[config.mk]
export PLATFORM = sky130hd
export DESIGN_NAME = async_serial_interface
export DESIGN_NICKNAME = d
export VERILOG_FILES = /design/src/serial_pkg.sv /design/src/async_serial_interface.sv
export SDC_FILE = /design/constraint.sdc
export NUM_CORES = 1
export LEC_CHECK = 0
export BUFFER_PORTS_ARGS = -buffer_cell sky130_fd_sc_hd__buf_2
export CORE_MARGIN = 2
export CORE_UTILIZATION = 50
export DETAILED_ROUTE_END_ITERATION = 16
export PLACE_DENSITY = 0.74
export SETUP_SLACK_MARGIN = 0.02
export SLEW_MARGIN = 20
export SYNTH_ARGS = -nofsm -noshare
export SYNTH_HDL_FRONTEND = slang
export SYNTH_SLANG_ARGS = --single-unit
[constraint.sdc]
create_clock -name clk_i -period 2.9 [get_ports clk_i]
set_clock_uncertainty 0.2 [all_clocks]
set_input_delay 0.29 -clock clk_i [delete_from_list [all_inputs] [get_ports clk_i]]
set_output_delay 0.29 -clock clk_i [all_outputs]
set_load 0.005 [all_outputs]
[src/serial_pkg.sv]
// Shared constants and types for the asynchronous serial interface.
package serial_pkg;

  // ----------------------------------------------------------------------
  // Register map
  // ----------------------------------------------------------------------
  localparam int unsigned APB_AW = 8;
  localparam int unsigned APB_DW = 32;
  localparam logic [7:0] ADDR_DATA = 8'h00;
  localparam logic [7:0] ADDR_FRAME = 8'h04;
  localparam logic [7:0] ADDR_CTRL2 = 8'h08;
  localparam logic [7:0] ADDR_STATUS = 8'h0c;
  localparam logic [7:0] ADDR_BAUD = 8'h10;

  // ----------------------------------------------------------------------
  // Field positions
  // ----------------------------------------------------------------------
  localparam int unsigned FR_NINTH_RX = 7;
  localparam int unsigned FR_NINTH_TX = 6;
  localparam int unsigned FR_WORD_LEN = 4;
  localparam int unsigned FR_WAKE_SEL = 3;
  localparam int unsigned C2_TX_EN = 3;
  localparam int unsigned C2_RX_EN = 2;
  localparam int unsigned C2_SLEEP = 1;
  localparam int unsigned ST_TX_EMPTY = 7;
  localparam int unsigned ST_TX_DONE = 6;
  localparam int unsigned ST_RX_FULL = 5;
  localparam int unsigned ST_IDLE = 4;
  localparam int unsigned ST_OVERRUN = 3;
  localparam int unsigned ST_NOISE = 2;
  localparam int unsigned ST_FRAMING = 1;
  localparam int unsigned BD_PRESC_HI = 5;
  localparam int unsigned BD_PRESC_LO = 4;
  localparam int unsigned BD_SEL_HI = 2;

  // ----------------------------------------------------------------------
  // Reset values
  // ----------------------------------------------------------------------
  localparam logic RST_TX_EMPTY = 1'b1;
  localparam logic RST_TX_DONE = 1'b1;
  localparam logic [1:0] RST_PRESC = 2'h0;
  localparam logic [2:0] RST_SEL = 3'h0;

  // ----------------------------------------------------------------------
  // Timing
  // ----------------------------------------------------------------------
  localparam logic [3:0] PRESC_DIV_0 = 4'h1;
  localparam logic [3:0] PRESC_DIV_1 = 4'h3;
  localparam logic [3:0] PRESC_DIV_2 = 4'h4;
  localparam logic [3:0] PRESC_DIV_3 = 4'hd;
  localparam logic [3:0] SAMPLE_POS_A = 4'h8;
  localparam logic [3:0] SAMPLE_POS_B = 4'h9;
  localparam logic [3:0] SAMPLE_POS_C = 4'ha;
  localparam logic [3:0] RT_LAST = 4'hf;
  localparam logic [3:0] DATA_BITS_8 = 4'h8;
  localparam logic [3:0] DATA_BITS_9 = 4'h9;
  localparam logic [3:0] FRAME_BITS_8 = 4'ha;
  localparam logic [3:0] FRAME_BITS_9 = 4'hb;
  localparam logic [7:0] IDLE_RT_8 = 8'ha0;
  localparam logic [7:0] IDLE_RT_9 = 8'hb0;

  // ----------------------------------------------------------------------
  // State encodings
  // ----------------------------------------------------------------------
  typedef enum logic [1:0] {
    RX_IDLE = 2'b00,
    RX_START = 2'b01,
    RX_DATA = 2'b11,
    RX_STOP = 2'b10
  } rx_state_t;

  typedef enum logic {
    TX_IDLE = 1'b0,
    TX_SHIFT = 1'b1
  } tx_state_t;

endpackage : serial_pkg

[src/async_serial_interface.sv]
// Asynchronous serial interface with APB register access.
//
// The register offsets and the APB register port were chosen for this implementation.
`timescale 1ns/1ps

// What this block does
// - Frames are start bit, eight or nine data bits, one stop bit.
// - Receiver and transmitter run independently on shared format and rate.
// - Receiver timing restarts at every detected start bit.
// - Each bit is sampled at sample positions 8, 9 and 10.
// - Bit value is the majority of its three samples.
// - Disagreeing samples on any bit set the noise flag.
// - Any high start verification sample sets noise, start may still pass.
// - Framing error without break resumes as if a stop bit arrived.
// - One transmitted bit lasts sixteen sample clock periods.
// - Data address reads receive holding, writes transmit holding storage.
// - Moving a received byte to the holding register sets receive-full.
// - Data is shifted in and out least significant bit first.
// - Enabled transmitter loads next byte after current one, on bit clock.
// - Frame control bit 7 holds ninth received, bit 6 ninth sent.
// - Frame control bit 4 selects eight or nine data bits.
// - Frame control bit 3 selects idle-line or address wake-up.
// - Wake-up applies only while the receiver sleep bit is set.
// - Idle-line wake lets the next byte fill and flag the receiver.
// - Address wake: most significant data bit one allows flags to set.
// - Idle flag sets after 10 or 11 consecutive one bits.
// - Receive-full clears by status read then data read; reset clears.
// - Transmit-empty clears by status read then data write; reset sets.
module async_serial_interface (
  input wire logic clk_i,
  input wire logic rstn_i,
  input wire logic psel_i,
  input wire logic penable_i,
  input wire logic pwrite_i,
  input wire logic [serial_pkg::APB_AW-1:0] paddr_i,
  input wire logic [serial_pkg::APB_DW-1:0] pwdata_i,
  output logic [serial_pkg::APB_DW-1:0] prdata_o,
  output logic pready_o,
  output logic pslverr_o,
  input wire logic serial_rx_line_i,
  output logic serial_tx_line_o
);
  import serial_pkg::*;

  // ----------------------------------------------------------------------
  // Register state
  // ----------------------------------------------------------------------
  logic [7:0] receive_holding_reg_q;
  logic [7:0] transmit_holding_reg_q;
  logic ninth_rx_bit_q;
  logic ninth_tx_bit_q;
  logic word_len_q;
  logic wake_sel_q;
  logic tx_en_q;
  logic rx_en_q;
  logic receiver_sleep_ctrl_q;
  logic transmit_empty_flag_q;
  logic tx_done_q;
  logic receive_full_flag_q;
  logic idle_flag_q;
  logic overrun_q;
  logic noise_flag_q;
  logic framing_error_flag_q;
  logic [1:0] baud_prescale_q;
  logic [2:0] baud_select_q;
  logic rx_arm_q;
  logic tx_arm_q;
  logic [APB_DW-1:0] prdata_q;

  // ----------------------------------------------------------------------
  // APB decode
  // ----------------------------------------------------------------------
  logic setup;
  logic access;
  logic hit_data;
  logic hit_frame;
  logic hit_ctrl2;
  logic hit_status;
  logic hit_baud;
  logic hit_any;
  logic [7:0] rd_byte;
  logic wr_data;
  logic wr_frame;
  logic wr_ctrl2;
  logic wr_baud;
  logic rd_data;
  logic rd_status;

  assign setup = psel_i & ~penable_i;
  assign access = psel_i & penable_i;

  always_comb begin
    hit_data = 1'b0;
    hit_frame = 1'b0;
    hit_ctrl2 = 1'b0;
    hit_status = 1'b0;
    hit_baud = 1'b0;
    if (paddr_i == ADDR_DATA) begin
      hit_data = 1'b1;
    end else if (paddr_i == ADDR_FRAME) begin
      hit_frame = 1'b1;
    end else if (paddr_i == ADDR_CTRL2) begin
      hit_ctrl2 = 1'b1;
    end else if (paddr_i == ADDR_STATUS) begin
      hit_status = 1'b1;
    end else if (paddr_i == ADDR_BAUD) begin
      hit_baud = 1'b1;
    end
  end

  assign hit_any = hit_data | hit_frame | hit_ctrl2 | hit_status | hit_baud;
  assign wr_data = access & pwrite_i & hit_data;
  assign wr_frame = access & pwrite_i & hit_frame;
  assign wr_ctrl2 = access & pwrite_i & hit_ctrl2;
  assign wr_baud = access & pwrite_i & hit_baud;
  assign rd_data = access & ~pwrite_i & hit_data;
  assign rd_status = access & ~pwrite_i & hit_status;

  always_comb begin
    rd_byte = 8'h00;
    if (hit_data) begin
      rd_byte = receive_holding_reg_q;
    end else if (hit_frame) begin
      rd_byte[FR_NINTH_RX] = ninth_rx_bit_q;
      rd_byte[FR_NINTH_TX] = ninth_tx_bit_q;
      rd_byte[FR_WORD_LEN] = word_len_q;
      rd_byte[FR_WAKE_SEL] = wake_sel_q;
    end else if (hit_ctrl2) begin
      rd_byte[C2_TX_EN] = tx_en_q;
      rd_byte[C2_RX_EN] = rx_en_q;
      rd_byte[C2_SLEEP] = receiver_sleep_ctrl_q;
    end else if (hit_status) begin
      rd_byte[ST_TX_EMPTY] = transmit_empty_flag_q;
      rd_byte[ST_TX_DONE] = tx_done_q;
      rd_byte[ST_RX_FULL] = receive_full_flag_q;
      rd_byte[ST_IDLE] = idle_flag_q;
      rd_byte[ST_OVERRUN] = overrun_q;
      rd_byte[ST_NOISE] = noise_flag_q;
      rd_byte[ST_FRAMING] = framing_error_flag_q;
    end else if (hit_baud) begin
      rd_byte[BD_PRESC_HI:BD_PRESC_LO] = baud_prescale_q;
      rd_byte[BD_SEL_HI:0] = baud_select_q;
    end
  end

  // Read data is captured in the setup cycle and stands through the access.
  always_ff @(posedge clk_i or negedge rstn_i) begin
    if (!rstn_i) begin
      prdata_q <= '0;
    end else if (setup & ~pwrite_i) begin
      prdata_q <= {24'h000000, rd_byte};
    end
  end

  assign prdata_o = prdata_q;
  assign pready_o = 1'b1;
  assign pslverr_o = access & ~hit_any;

  // The status value actually returned arms the clearing access that follows.
  always_ff @(posedge clk_i or negedge rstn_i) begin
    if (!rstn_i) begin
      rx_arm_q <= 1'b0;
      tx_arm_q <= 1'b0;
    end else begin
      if (rd_status) begin
        rx_arm_q <= prdata_q[ST_RX_FULL] | prdata_q[ST_IDLE];
        tx_arm_q <= prdata_q[ST_TX_EMPTY] | prdata_q[ST_TX_DONE];
      end else begin
        if (rd_data) begin
          rx_arm_q <= 1'b0;
        end
        if (wr_data) begin
          tx_arm_q <= 1'b0;
        end
      end
    end
  end

  logic rx_clr;
  logic tx_clr;
  assign rx_clr = rd_data & rx_arm_q;
  assign tx_clr = wr_data & tx_arm_q;

  // ----------------------------------------------------------------------
  // Control registers
  // ----------------------------------------------------------------------
  // Frame format bits keep their value across reset.
  always_ff @(posedge clk_i) begin
    if (wr_frame) begin
      ninth_tx_bit_q <= pwdata_i[FR_NINTH_TX];
      word_len_q <= pwdata_i[FR_WORD_LEN];
      wake_sel_q <= pwdata_i[FR_WAKE_SEL];
    end
  end

  always_ff @(posedge clk_i) begin
    if (wr_data) begin
      transmit_holding_reg_q <= pwdata_i[7:0];
    end
  end

  logic sleep_wake;

  always_ff @(posedge clk_i or negedge rstn_i) begin
    if (!rstn_i) begin
      tx_en_q <= 1'b0;
      rx_en_q <= 1'b0;
      receiver_sleep_ctrl_q <= 1'b0;
    end else if (wr_ctrl2) begin
      tx_en_q <= pwdata_i[C2_TX_EN];
      rx_en_q <= pwdata_i[C2_RX_EN];
      receiver_sleep_ctrl_q <= pwdata_i[C2_SLEEP];
    end else if (sleep_wake) begin
      receiver_sleep_ctrl_q <= 1'b0;
    end
  end

  always_ff @(posedge clk_i or negedge rstn_i) begin
    if (!rstn_i) begin
      baud_prescale_q <= RST_PRESC;
      baud_select_q <= RST_SEL;
    end else if (wr_baud) begin
      baud_prescale_q <= pwdata_i[BD_PRESC_HI:BD_PRESC_LO];
      baud_select_q <= pwdata_i[BD_SEL_HI:0];
    end
  end

  // ----------------------------------------------------------------------
  // Rate generation
  // ----------------------------------------------------------------------
  logic [3:0] presc_cnt_q;
  logic [3:0] presc_div;
  logic presc_tick;
  logic [6:0] sel_cnt_q;
  logic [7:0] sel_mask_w;
  logic [6:0] sel_mask;
  logic rx_sample_clock;
  logic [3:0] tx_div_q;
  logic bit_tick;

  always_comb begin
    case (baud_prescale_q)
      2'h0: presc_div = PRESC_DIV_0;
      2'h1: presc_div = PRESC_DIV_1;
      2'h2: presc_div = PRESC_DIV_2;
      default: presc_div = PRESC_DIV_3;
    endcase
  end

  assign presc_tick = presc_cnt_q >= (presc_div - 4'h1);
  assign sel_mask_w = (8'h01 << baud_select_q) - 8'h01;
  assign sel_mask = sel_mask_w[6:0];
  assign rx_sample_clock = presc_tick & ((sel_cnt_q & sel_mask) == sel_mask);
  assign bit_tick = rx_sample_clock & (tx_div_q == RT_LAST);

  always_ff @(posedge clk_i or negedge rstn_i) begin
    if (!rstn_i) begin
      presc_cnt_q <= 4'h0;
      sel_cnt_q <= 7'h00;
    end else if (presc_tick) begin
      presc_cnt_q <= 4'h0;
      sel_cnt_q <= sel_cnt_q + 7'h01;
    end else begin
      presc_cnt_q <= presc_cnt_q + 4'h1;
    end
  end

  always_ff @(posedge clk_i or negedge rstn_i) begin
    if (!rstn_i) begin
      tx_div_q <= 4'h0;
    end else if (rx_sample_clock) begin
      tx_div_q <= tx_div_q + 4'h1;
    end
  end

  // ----------------------------------------------------------------------
  // Receiver
  // ----------------------------------------------------------------------
  rx_state_t rx_state_q;
  logic [3:0] rt_pos_q;
  logic [3:0] rt_cur;
  logic [1:0] smp_q;
  logic [2:0] smp_all;
  logic vote;
  logic noisy;
  logic line_prev_q;
  logic [8:0] rx_shift_q;
  logic [3:0] rx_bits_q;
  logic [3:0] data_bits;
  logic noise_acc_q;
  logic zero_acc_q;
  logic frame_end;
  logic frame_fe;
  logic frame_noise;
  logic accept;
  logic [7:0] rx_byte;

  assign rt_cur = rt_pos_q + 4'h1;
  assign smp_all = {smp_q, serial_rx_line_i};
  assign vote = (smp_all[0] & smp_all[1]) | (smp_all[0] & smp_all[2])
              | (smp_all[1] & smp_all[2]);
  assign noisy = ~(&smp_all) & (|smp_all);
  assign data_bits = word_len_q ? DATA_BITS_9 : DATA_BITS_8;

  always_ff @(posedge clk_i or negedge rstn_i) begin
    if (!rstn_i) begin
      rx_state_q <= RX_IDLE;
      rt_pos_q <= 4'h0;
      smp_q <= 2'h0;
      line_prev_q <= 1'b1;
      rx_shift_q <= 9'h000;
      rx_bits_q <= 4'h0;
      noise_acc_q <= 1'b0;
      zero_acc_q <= 1'b0;
    end else if (!rx_en_q) begin
      rx_state_q <= RX_IDLE;
      line_prev_q <= 1'b1;
    end else if (rx_sample_clock) begin
      rt_pos_q <= rt_cur;
      if (rt_cur == SAMPLE_POS_A || rt_cur == SAMPLE_POS_B) begin
        smp_q <= {smp_q[0], serial_rx_line_i};
      end
      case (rx_state_q)
        RX_IDLE: begin
          line_prev_q <= serial_rx_line_i;
          if (line_prev_q & ~serial_rx_line_i) begin
            rx_state_q <= RX_START;
            rt_pos_q <= 4'h1;
          end
        end
        RX_START: begin
          if (rt_cur == SAMPLE_POS_C) begin
            if (vote) begin
              rx_state_q <= RX_IDLE;
              line_prev_q <= serial_rx_line_i;
            end else begin
              rx_state_q <= RX_DATA;
              noise_acc_q <= |smp_all;
              zero_acc_q <= 1'b1;
              rx_bits_q <= 4'h0;
            end
          end
        end
        RX_DATA: begin
          if (rt_cur == SAMPLE_POS_C) begin
            rx_shift_q <= {vote, rx_shift_q[8:1]};
            noise_acc_q <= noise_acc_q | noisy;
            zero_acc_q <= zero_acc_q & ~vote;
            rx_bits_q <= rx_bits_q + 4'h1;
            if (rx_bits_q == data_bits - 4'h1) begin
              rx_state_q <= RX_STOP;
            end
          end
        end
        default: begin
          if (rt_cur == SAMPLE_POS_C) begin
            rx_state_q <= RX_IDLE;
            // A break must return to mark before a new start is seen;
            // a plain framing error behaves as if a stop bit arrived.
            line_prev_q <= ~(zero_acc_q & ~vote);
          end
        end
      endcase
    end
  end

  assign frame_end = rx_en_q & rx_sample_clock & (rx_state_q == RX_STOP)
                   & (rt_cur == SAMPLE_POS_C);
  assign frame_fe = ~vote;
  assign frame_noise = noise_acc_q | noisy;
  assign rx_byte = word_len_q ? rx_shift_q[7:0] : rx_shift_q[8:1];
  // The top data bit lands in bit 8 of the shifter in both word lengths.
  assign accept = ~receiver_sleep_ctrl_q
                | (wake_sel_q & rx_shift_q[8]);

  // Idle line detection counts sample clocks of continuous mark.
  logic [7:0] idle_cnt_q;
  logic [7:0] idle_thr;
  logic idle_hit;

  assign idle_thr = word_len_q ? IDLE_RT_9 : IDLE_RT_8;
  assign idle_hit = rx_en_q & rx_sample_clock & (rx_state_q == RX_IDLE)
                  & serial_rx_line_i
                  & (idle_cnt_q == idle_thr - 8'h01);

  always_ff @(posedge clk_i or negedge rstn_i) begin
    if (!rstn_i) begin
      idle_cnt_q <= 8'h00;
    end else if (!rx_en_q || rx_state_q != RX_IDLE || !serial_rx_line_i) begin
      idle_cnt_q <= 8'h00;
    end else if (rx_sample_clock && idle_cnt_q != idle_thr) begin
      idle_cnt_q <= idle_cnt_q + 8'h01;
    end
  end

  assign sleep_wake = receiver_sleep_ctrl_q
                    & ((idle_hit & ~wake_sel_q)
                       | (frame_end & wake_sel_q & rx_shift_q[8]));

  // ----------------------------------------------------------------------
  // Receive flags and holding register
  // ----------------------------------------------------------------------
  logic rx_load;
  logic rx_over;

  assign rx_load = frame_end & accept & ~(receive_full_flag_q & ~rx_clr);
  assign rx_over = frame_end & accept & receive_full_flag_q & ~rx_clr;

  always_ff @(posedge clk_i) begin
    if (rx_load) begin
      receive_holding_reg_q <= rx_byte;
      ninth_rx_bit_q <= rx_shift_q[8];
    end
  end

  always_ff @(posedge clk_i or negedge rstn_i) begin
    if (!rstn_i) begin
      receive_full_flag_q <= 1'b0;
      noise_flag_q <= 1'b0;
      framing_error_flag_q <= 1'b0;
      overrun_q <= 1'b0;
      idle_flag_q <= 1'b0;
    end else begin
      if (rx_load) begin
        receive_full_flag_q <= 1'b1;
        noise_flag_q <= frame_noise;
        framing_error_flag_q <= frame_fe;
      end else if (rx_clr) begin
        receive_full_flag_q <= 1'b0;
        noise_flag_q <= 1'b0;
        framing_error_flag_q <= 1'b0;
      end
      if (rx_over) begin
        overrun_q <= 1'b1;
      end else if (rx_clr) begin
        overrun_q <= 1'b0;
      end
      if (idle_hit & ~receiver_sleep_ctrl_q) begin
        idle_flag_q <= 1'b1;
      end else if (rx_clr) begin
        idle_flag_q <= 1'b0;
      end
    end
  end

  // ----------------------------------------------------------------------
  // Transmitter
  // ----------------------------------------------------------------------
  tx_state_t tx_state_q;
  logic [10:0] tx_shift_q;
  logic [3:0] tx_left_q;
  logic tx_load;
  logic tx_finish;
  logic [10:0] tx_frame;

  assign tx_load = bit_tick & (tx_left_q <= 4'h1) & tx_en_q
                 & ~transmit_empty_flag_q;
  assign tx_finish = bit_tick & (tx_left_q == 4'h1) & ~tx_load;
  // Stop bit, optional ninth bit, data, start bit.
  assign tx_frame = word_len_q
                  ? {1'b1, ninth_tx_bit_q, transmit_holding_reg_q, 1'b0}
                  : {2'b11, transmit_holding_reg_q, 1'b0};

  always_ff @(posedge clk_i or negedge rstn_i) begin
    if (!rstn_i) begin
      tx_state_q <= TX_IDLE;
      tx_shift_q <= 11'h7ff;
      tx_left_q <= 4'h0;
    end else if (tx_load) begin
      tx_state_q <= TX_SHIFT;
      tx_shift_q <= tx_frame;
      tx_left_q <= word_len_q ? FRAME_BITS_9 : FRAME_BITS_8;
    end else if (bit_tick && tx_left_q != 4'h0) begin
      tx_shift_q <= {1'b1, tx_shift_q[10:1]};
      tx_left_q <= tx_left_q - 4'h1;
      if (tx_left_q == 4'h1) begin
        tx_state_q <= TX_IDLE;
      end
    end
  end

  always_ff @(posedge clk_i or negedge rstn_i) begin
    if (!rstn_i) begin
      serial_tx_line_o <= 1'b1;
    end else begin
      serial_tx_line_o <= (tx_state_q == TX_SHIFT) ? tx_shift_q[0]
                                                   : 1'b1;
    end
  end

  always_ff @(posedge clk_i or negedge rstn_i) begin
    if (!rstn_i) begin
      transmit_empty_flag_q <= RST_TX_EMPTY;
      tx_done_q <= RST_TX_DONE;
    end else begin
      if (tx_load) begin
        transmit_empty_flag_q <= 1'b1;
      end else if (tx_clr) begin
        transmit_empty_flag_q <= 1'b0;
      end
      if (tx_finish) begin
        tx_done_q <= 1'b1;
      end else if (tx_clr | tx_load) begin
        tx_done_q <= 1'b0;
      end
    end
  end

endmodule : async_serial_interface

==> impl_metrics.env, run 1 <==
export IMPL_drv_slew=0
export IMPL_nets=691
export IMPL_ant_nets=0
export IMPL_cts_root_buf="clkbuf_16"
export IMPL_slew_headroom_pct=47.1
export IMPL_clock_sinks=108
export IMPL_die_w_microns=112
export IMPL_min_period_ns=2.95
export IMPL_power_density_nw_per_um2=569
export IMPL_core_sq_um=11400
export IMPL_grt_ovfl_total=0
export IMPL_p_leak_nw=2.93
export IMPL_grt_pass1_wl_microns=21300
export IMPL_num_rows=39
export IMPL_synth_seq_cells=108
export IMPL_synth_top_area_share_pct=31.7
export IMPL_synthFlopType="dfrtp_1"
export IMPL_htree_levels=3
export IMPL_grt_max_degree=85
export IMPL_fmaxAchievable_mhz=339
export IMPL_area_growth_pct=16.7
export IMPL_syn_area_per_cell_sq_um=10.2
export IMPL_yosys_warnings=0
export IMPL_final_core_util_pct=59.7
export IMPL_globalplace_congestion=0.883
export IMPL_tns_ns=-0.179
export IMPL_fin_crit_sh_pct=102
export IMPL_synthArstFlopShare_pct=81.5
export IMPL_hold_class="in2reg"
export IMPL_drc=0
export IMPL_rsz0062_at_grt="true"
export IMPL_synth_edff_count=20
export IMPL_cts_reportedPaths_clkPinSlew_ns=0.07
export IMPL_synth_largest_area_cell="dfrtp_1"
export IMPL_insertion_delay_ns=0.36
export IMPL_io_buffers=31
export IMPL_drive_above_1_share_pct=24.7
export IMPL_vdd_drop_max_v=0.000515
export IMPL_multi_input_area_sq_um=2830
export IMPL_routed_wl_microns=12900
export IMPL_clk_path_buf_depth=2
export IMPL_drt_iter0_markers=249
export IMPL_dr_pass1_iters=5
export IMPL_antenna_found_initial=0
export IMPL_diodes=0
export IMPL_track_usage_pct=21.0
export IMPL_setup_ws_ns=-0.0462
export IMPL_pin_count=81
export IMPL_fillerInstances=937
export IMPL_syn_inst=571
export IMPL_crit_fanout=8
export IMPL_viasPerCell=5.90
export IMPL_grt_pass1_vias=4319
export IMPL_crit_path_start_kind="flop"
export IMPL_status="finished with violations"
export IMPL_required_ns=2.97
export IMPL_dpl_hpwl_microns=8380
export IMPL_dieArea_sq_um=12600
export IMPL_violations="negative setup slack"
export IMPL_setup_viol=8
export IMPL_initial_utilization_pct=51.1
export IMPL_drv_cap=0
export IMPL_yosys_top_cells_area="dfrtp_1, edfxtp_1, dfstp_2, mux2_2, buf_4"
export IMPL_ys_types=74
export IMPL_crit_type="reg2reg"
export IMPL_whs_ns=0.121
export IMPL_syn_area_sq_um=5840
export IMPL_wl_per_cell_microns=16.6
export IMPL_hold_violations=0
export IMPL_power_total_mw=3.88
export IMPL_cp_data_arrival_time_ns=3.02
export IMPL_pre_cts_ws_ns=-0.114
export IMPL_tightestPinTransition_ns=0.793
export IMPL_cts_buffers=9
export IMPL_ys_seq_area_share_pct=48.3
export IMPL_cts_tree="yes"
export IMPL_crit_path_end_kind="flop"
export IMPL_vias=4563
export IMPL_fp_dieH_microns=112
export IMPL_seqCellArea_sq_um=2820
## stage by stage
stage	std cells	cell area, sq um
after floorplan	594	5930
after global placement	737	6080
after detailed placement	737	6080
after global routing	774	6810
after CTS	768	6640
final	774	6810
## repair_timing
action | 4_1_cts | 5_1_grt
hold endpoints to repair | 82 | 0
hold buffers | 9 | 0
pin swaps | 15 | 19
gates resized for setup | 24 | 36
buffers inserted | 4 | 4
gates cloned | 2 | 2
setup endpoints to repair | 54 | 52
## kinds of logic after synthesis
kind of cell    count (synthesis)  synth area share [%]
buf+inv                        75                  7.55
xor+xnor                       14                  2.10
simple gates                  199                  17.5
flops                         108                  48.3
other cells                     2                 0.129
fa+ha+maj                      20                  4.24
mux                            35                  6.80
compound gates                118                  13.4
## cells in the mapped netlist (7+ instances only)
cell,number
a21oi_1,22
a31oi_1,10
and3_1,10
buf_4,32
clkbuf_1,14
dfrtp_1,74
dfstp_2,14
edfxtp_1,20
ha_1,19
inv_1,21
mux2_2,27
mux2i_1,7
nand2_1,53
nand2b_1,10
nand3_1,33
nor2_1,30
nor3_1,24
o21ai_0,33
o31ai_1,11
or4_1,7
xnor2_1,7
xor2_1,7
## report_power, final
part | total, mW | switching (mW) | internal (mW)
clock network | 1.20 | 0.541 | 0.663
logic | 0.929 | 0.483 | 0.446
registers | 1.74 | 0.106 | 1.64
## worst max-delay path: stages (launching register included)
cell,delay [ns]
dfrtp_1,0.40
or3_4,0.41
ha_4,0.27
nor2_1,0.04
a221oi_2,0.37
nand3_4,0.29
buf_12,0.24
or4_4,0.51
a21oi_2,0.13
## cell usage in the layout, fill, tap and decap left out, drive strengths merged, types with 4 or more instances in the layout
master / count
dfrtp: 74
buf: 64
nand2: 54
o21ai: 35
nand3: 34
nor2: 31
mux2: 27
conb: 25
nor3: 24
inv: 23
a21oi: 22
edfxtp: 20
ha: 19
dfstp: 14
o31ai: 11
clkbuf: 11
nand2b: 10
and3: 10
a31oi: 10
dlygate4sd3: 9
xor2: 7
mux2i: 7
xnor2: 7
or4: 7
o41ai: 6
nand4: 4
clkinv: 4
## per-layer routing
metal	track usage [%]	vias up	routed length, microns	share of wire (%)
li1	-	2138	-	-
met1	28.9	2244	5660	44
met2	34.1	165	6280	49
met3	4.05	16	736	5.7
met4	6.34	0	188	1.5
met5	0	-	0	0
## sequential cells by signal, indices dropped and copies added, names as in the netlist, 3 cells and up
| register | count |
|---|---|
| tx_shift_q | 10 |
| rx_shift_q | 9 |
| idle_cnt_q | 8 |
| prdata_o | 8 |
| receive_holding_reg_q | 8 |
| transmit_holding_reg_q | 8 |
| sel_cnt_q | 7 |
| presc_cnt_q | 4 |
| rt_pos_q | 4 |
| rx_bits_q | 4 |
| tx_div_q | 4 |
| tx_left_q | 4 |
| baud_select_q | 3 |
## area by class of cell
class / instances / share of cell area (%)
Clock buffer: 10 / 3.36
Clock inverter: 6 / 0.808
Inverter: 22 / 1.21
Multi-Input combinational cell: 411 / 41.6
Sequential cell: 108 / 41.4
Tap cell: 143 / 2.63
Timing Repair Buffer: 74 / 8.98
## path summary, 6_finish.rpt
path                                              start                         end  slack (ns)  depth (start not counted)
max                        baud_select_q[0]$_DFFE_PN0P_   idle_cnt_q[4]$_DFFE_PN0P_       -0.05                          8
min                                            pwrite_i        rx_arm_q$_DFFE_PN0P_        0.12                          5
max reg2reg                baud_select_q[0]$_DFFE_PN0P_   idle_cnt_q[4]$_DFFE_PN0P_       -0.05                          8
min reg2reg                      tx_state_q$_DFFE_PN0P_  serial_tx_line_o$_DFF_PN1_        0.24                          1
max in group asynchronous                        rstn_i   tx_shift_q[7]$_DFFE_PN1P_        1.43                          3
min in group asynchronous                        rstn_i    sel_cnt_q[2]$_DFFE_PN0N_        0.34                          2
(Power assumes the default switching activity.)
==> run 2: changes to the inputs <==
- CORE_MARGIN: 2 -> not set
- HOLD_SLACK_MARGIN: not set -> 0.02
- SETUP_SLACK_MARGIN: 0.02 -> 0.2
==> impl_metrics.env, run 2 (synthesis gave the netlist of run 1 again) <==
export IMPL_dieArea_sq_um=12100
export IMPL_io_buffers=31
export IMPL_diodes=0
export IMPL_vias=4750
export IMPL_wl_per_cell_microns=18.7
export IMPL_power_density_nw_per_um2=602
export IMPL_pin_count=81
export IMPL_crit_path_end_kind="flop"
export IMPL_fillerInstances=824
export IMPL_grt_pass1_wl_microns=22500
export IMPL_layout_commonest_cell="dfrtp_1"
export IMPL_clock_sinks=108
export IMPL_fmaxAchievable_mhz=344
export IMPL_crit_type="reg2reg"
export IMPL_required_ns=2.98
export IMPL_dpl_hpwl_microns=8670
export IMPL_final_core_util_pct=63.7
export IMPL_fp_dieH_microns=110
export IMPL_grt_pass1_vias=4580
export IMPL_dr_pass1_iters=5
export IMPL_crit_fanout=7
export IMPL_viasPerCell=6.09
export IMPL_routed_wl_microns=14600
export IMPL_nets=697
export IMPL_violations="negative setup slack"
export IMPL_area_growth_pct=24.7
export IMPL_die_w_microns=110
export IMPL_top_regs="tx_shift_q (10), rx_shift_q (9)"
export IMPL_seqCellArea_sq_um=2820
export IMPL_grt_max_degree=68
export IMPL_p_leak_nw=3.08
export IMPL_track_usage_pct=24.8
export IMPL_hold_class="in2reg"
export IMPL_vdd_drop_max_v=0.000509
export IMPL_cp_startpoint="baud_select_q[0]$_DFFE_PN0P_"
export IMPL_worstPathCellList="or3_4 > ha_4 > or3b_2 > a31oi_4 > nor3_4 > nand3_4 > buf_12 > buf_4 > or4_1 > a21oi_2"
export IMPL_cts_root_buf="clkbuf_16"
export IMPL_min_period_ns=2.91
export IMPL_htree_levels=3
export IMPL_insertion_delay_ns=0.36
export IMPL_layout_cells_most_common_list="dfrtp_1, nand2_1, nand3_1, buf_2"
export IMPL_rsz0062_at_grt="true"
export IMPL_pre_cts_ws_ns=-0.0307
export IMPL_cts_reportedPaths_clkPinSlew_ns=0.07
export IMPL_r2r_start="baud_select_q[0]$_DFFE_PN0P_"
export IMPL_crit_path_start_kind="flop"
export IMPL_cp_data_arrival_time_ns=2.99
export IMPL_drv_slew=0
export IMPL_cts_buffers=9
export IMPL_status="finished with violations"
export IMPL_drv_cap=0
export IMPL_initial_utilization_pct=51.1
export IMPL_cts_tree="yes"
export IMPL_whs_ns=0.117
export IMPL_drc=0
export IMPL_ant_nets=0
export IMPL_power_total_mw=4.38
export IMPL_fin_crit_sh_pct=100
export IMPL_setup_viol=1
export IMPL_setup_ws_ns=-0.00808
export IMPL_tightestPinTransition_ns=0.733
export IMPL_largest_reg_flops=10
export IMPL_multi_input_area_sq_um=3060
export IMPL_holdCritStartpoint="serial_rx_line_i"
export IMPL_globalplace_congestion=0.829
export IMPL_clk_path_buf_depth=2
export IMPL_num_rows=39
export IMPL_top_register="tx_shift_q"
export IMPL_cpPeakStageDelay_ns=0.43
export IMPL_cp_slowest_cell="or4_1"
export IMPL_drt_iter0_markers=382
export IMPL_hold_violations=0
export IMPL_grt_ovfl_total=0
export IMPL_core_sq_um=11400
export IMPL_drive_above_1_share_pct=30.6
export IMPL_antenna_found_initial=0
export IMPL_slew_headroom_pct=51.1
-- run 2: report_power, final --
group | switching [mW] | internal (mW)
sequential | 0.115 | 1.64
clock | 0.572 | 0.780
combinational | 0.605 | 0.670
total | 1.29 | 3.09
-- run 2: stage by stage --
step	instance area [sq um]	TNS (ns)	instances
finish	7280	-0.00808	780
detailed placement	6090	-0.0307	733
CTS	6890	0	771
global route	7280	-0.348	780
global placement	6090	0	733
floorplan	5970	0	594
-- run 2: path summary, 6_finish.rpt --
| kind | to | slack, ns | cells past startpoint |
|---|---|---|---|
| min in group asynchronous | rt_pos_q[1]$_DFFE_PN0P_ | 0.16 | 2 |
| worst max register to register | idle_cnt_q[3]$_DFFE_PN0P_ | -0.008 | 10 |
| worst max-delay path | idle_cnt_q[3]$_DFFE_PN0P_ | -0.008 | 10 |
| worst min register to register | serial_tx_line_o$_DFF_PN1_ | 0.23 | 1 |
| worst min-delay path | smp_q[0]$_DFFE_PN0P_ | 0.12 | 2 |
| max in group asynchronous | tx_shift_q[9]$_DFFE_PN1P_ | 1.64 | 3 |
-- run 2: cell type report --
cell class                 count  share of cell area [%]
inverter                      22                    1.17
timing repair buffer          80                    11.1
multi-input combinational    411                    42.0
sequential                   108                    38.7
tap                          143                    2.46
clock inverter                 6                    1.19
clock buffer                  10                    3.28
-- run 2: what timing repair did --
item,4_1_cts,5_1_grt
hold buffers,9,0
hold endpoints to repair,56,0
setup buffers,9,4
gates cloned,4,5
resized for setup,38,65
pin swaps,22,38
endpoints found under the setup margin,59,69
-- run 2: per-layer routing --
metal / wire length, microns / up-vias / GRT usage, %
met5: 0 / - / 0
met4: 514 / 0 / 13.2
met3: 782 / 39 / 5.41
met2: 7310 / 193 / 39.5
met1: 6010 / 2351 / 31.6
li1: - / 2167 / -
-- run 2: worst max-delay path: cells and delay by family (launching register included) --
kind	cells	cell delay, ns
buffers and inverters	2	0.33
adder cells (fa/ha/maj)	1	0.19
flip-flops	1	0.40
AO/OA/AOI/OAI	2	0.27
AND/OR/NAND/NOR	5	1.44
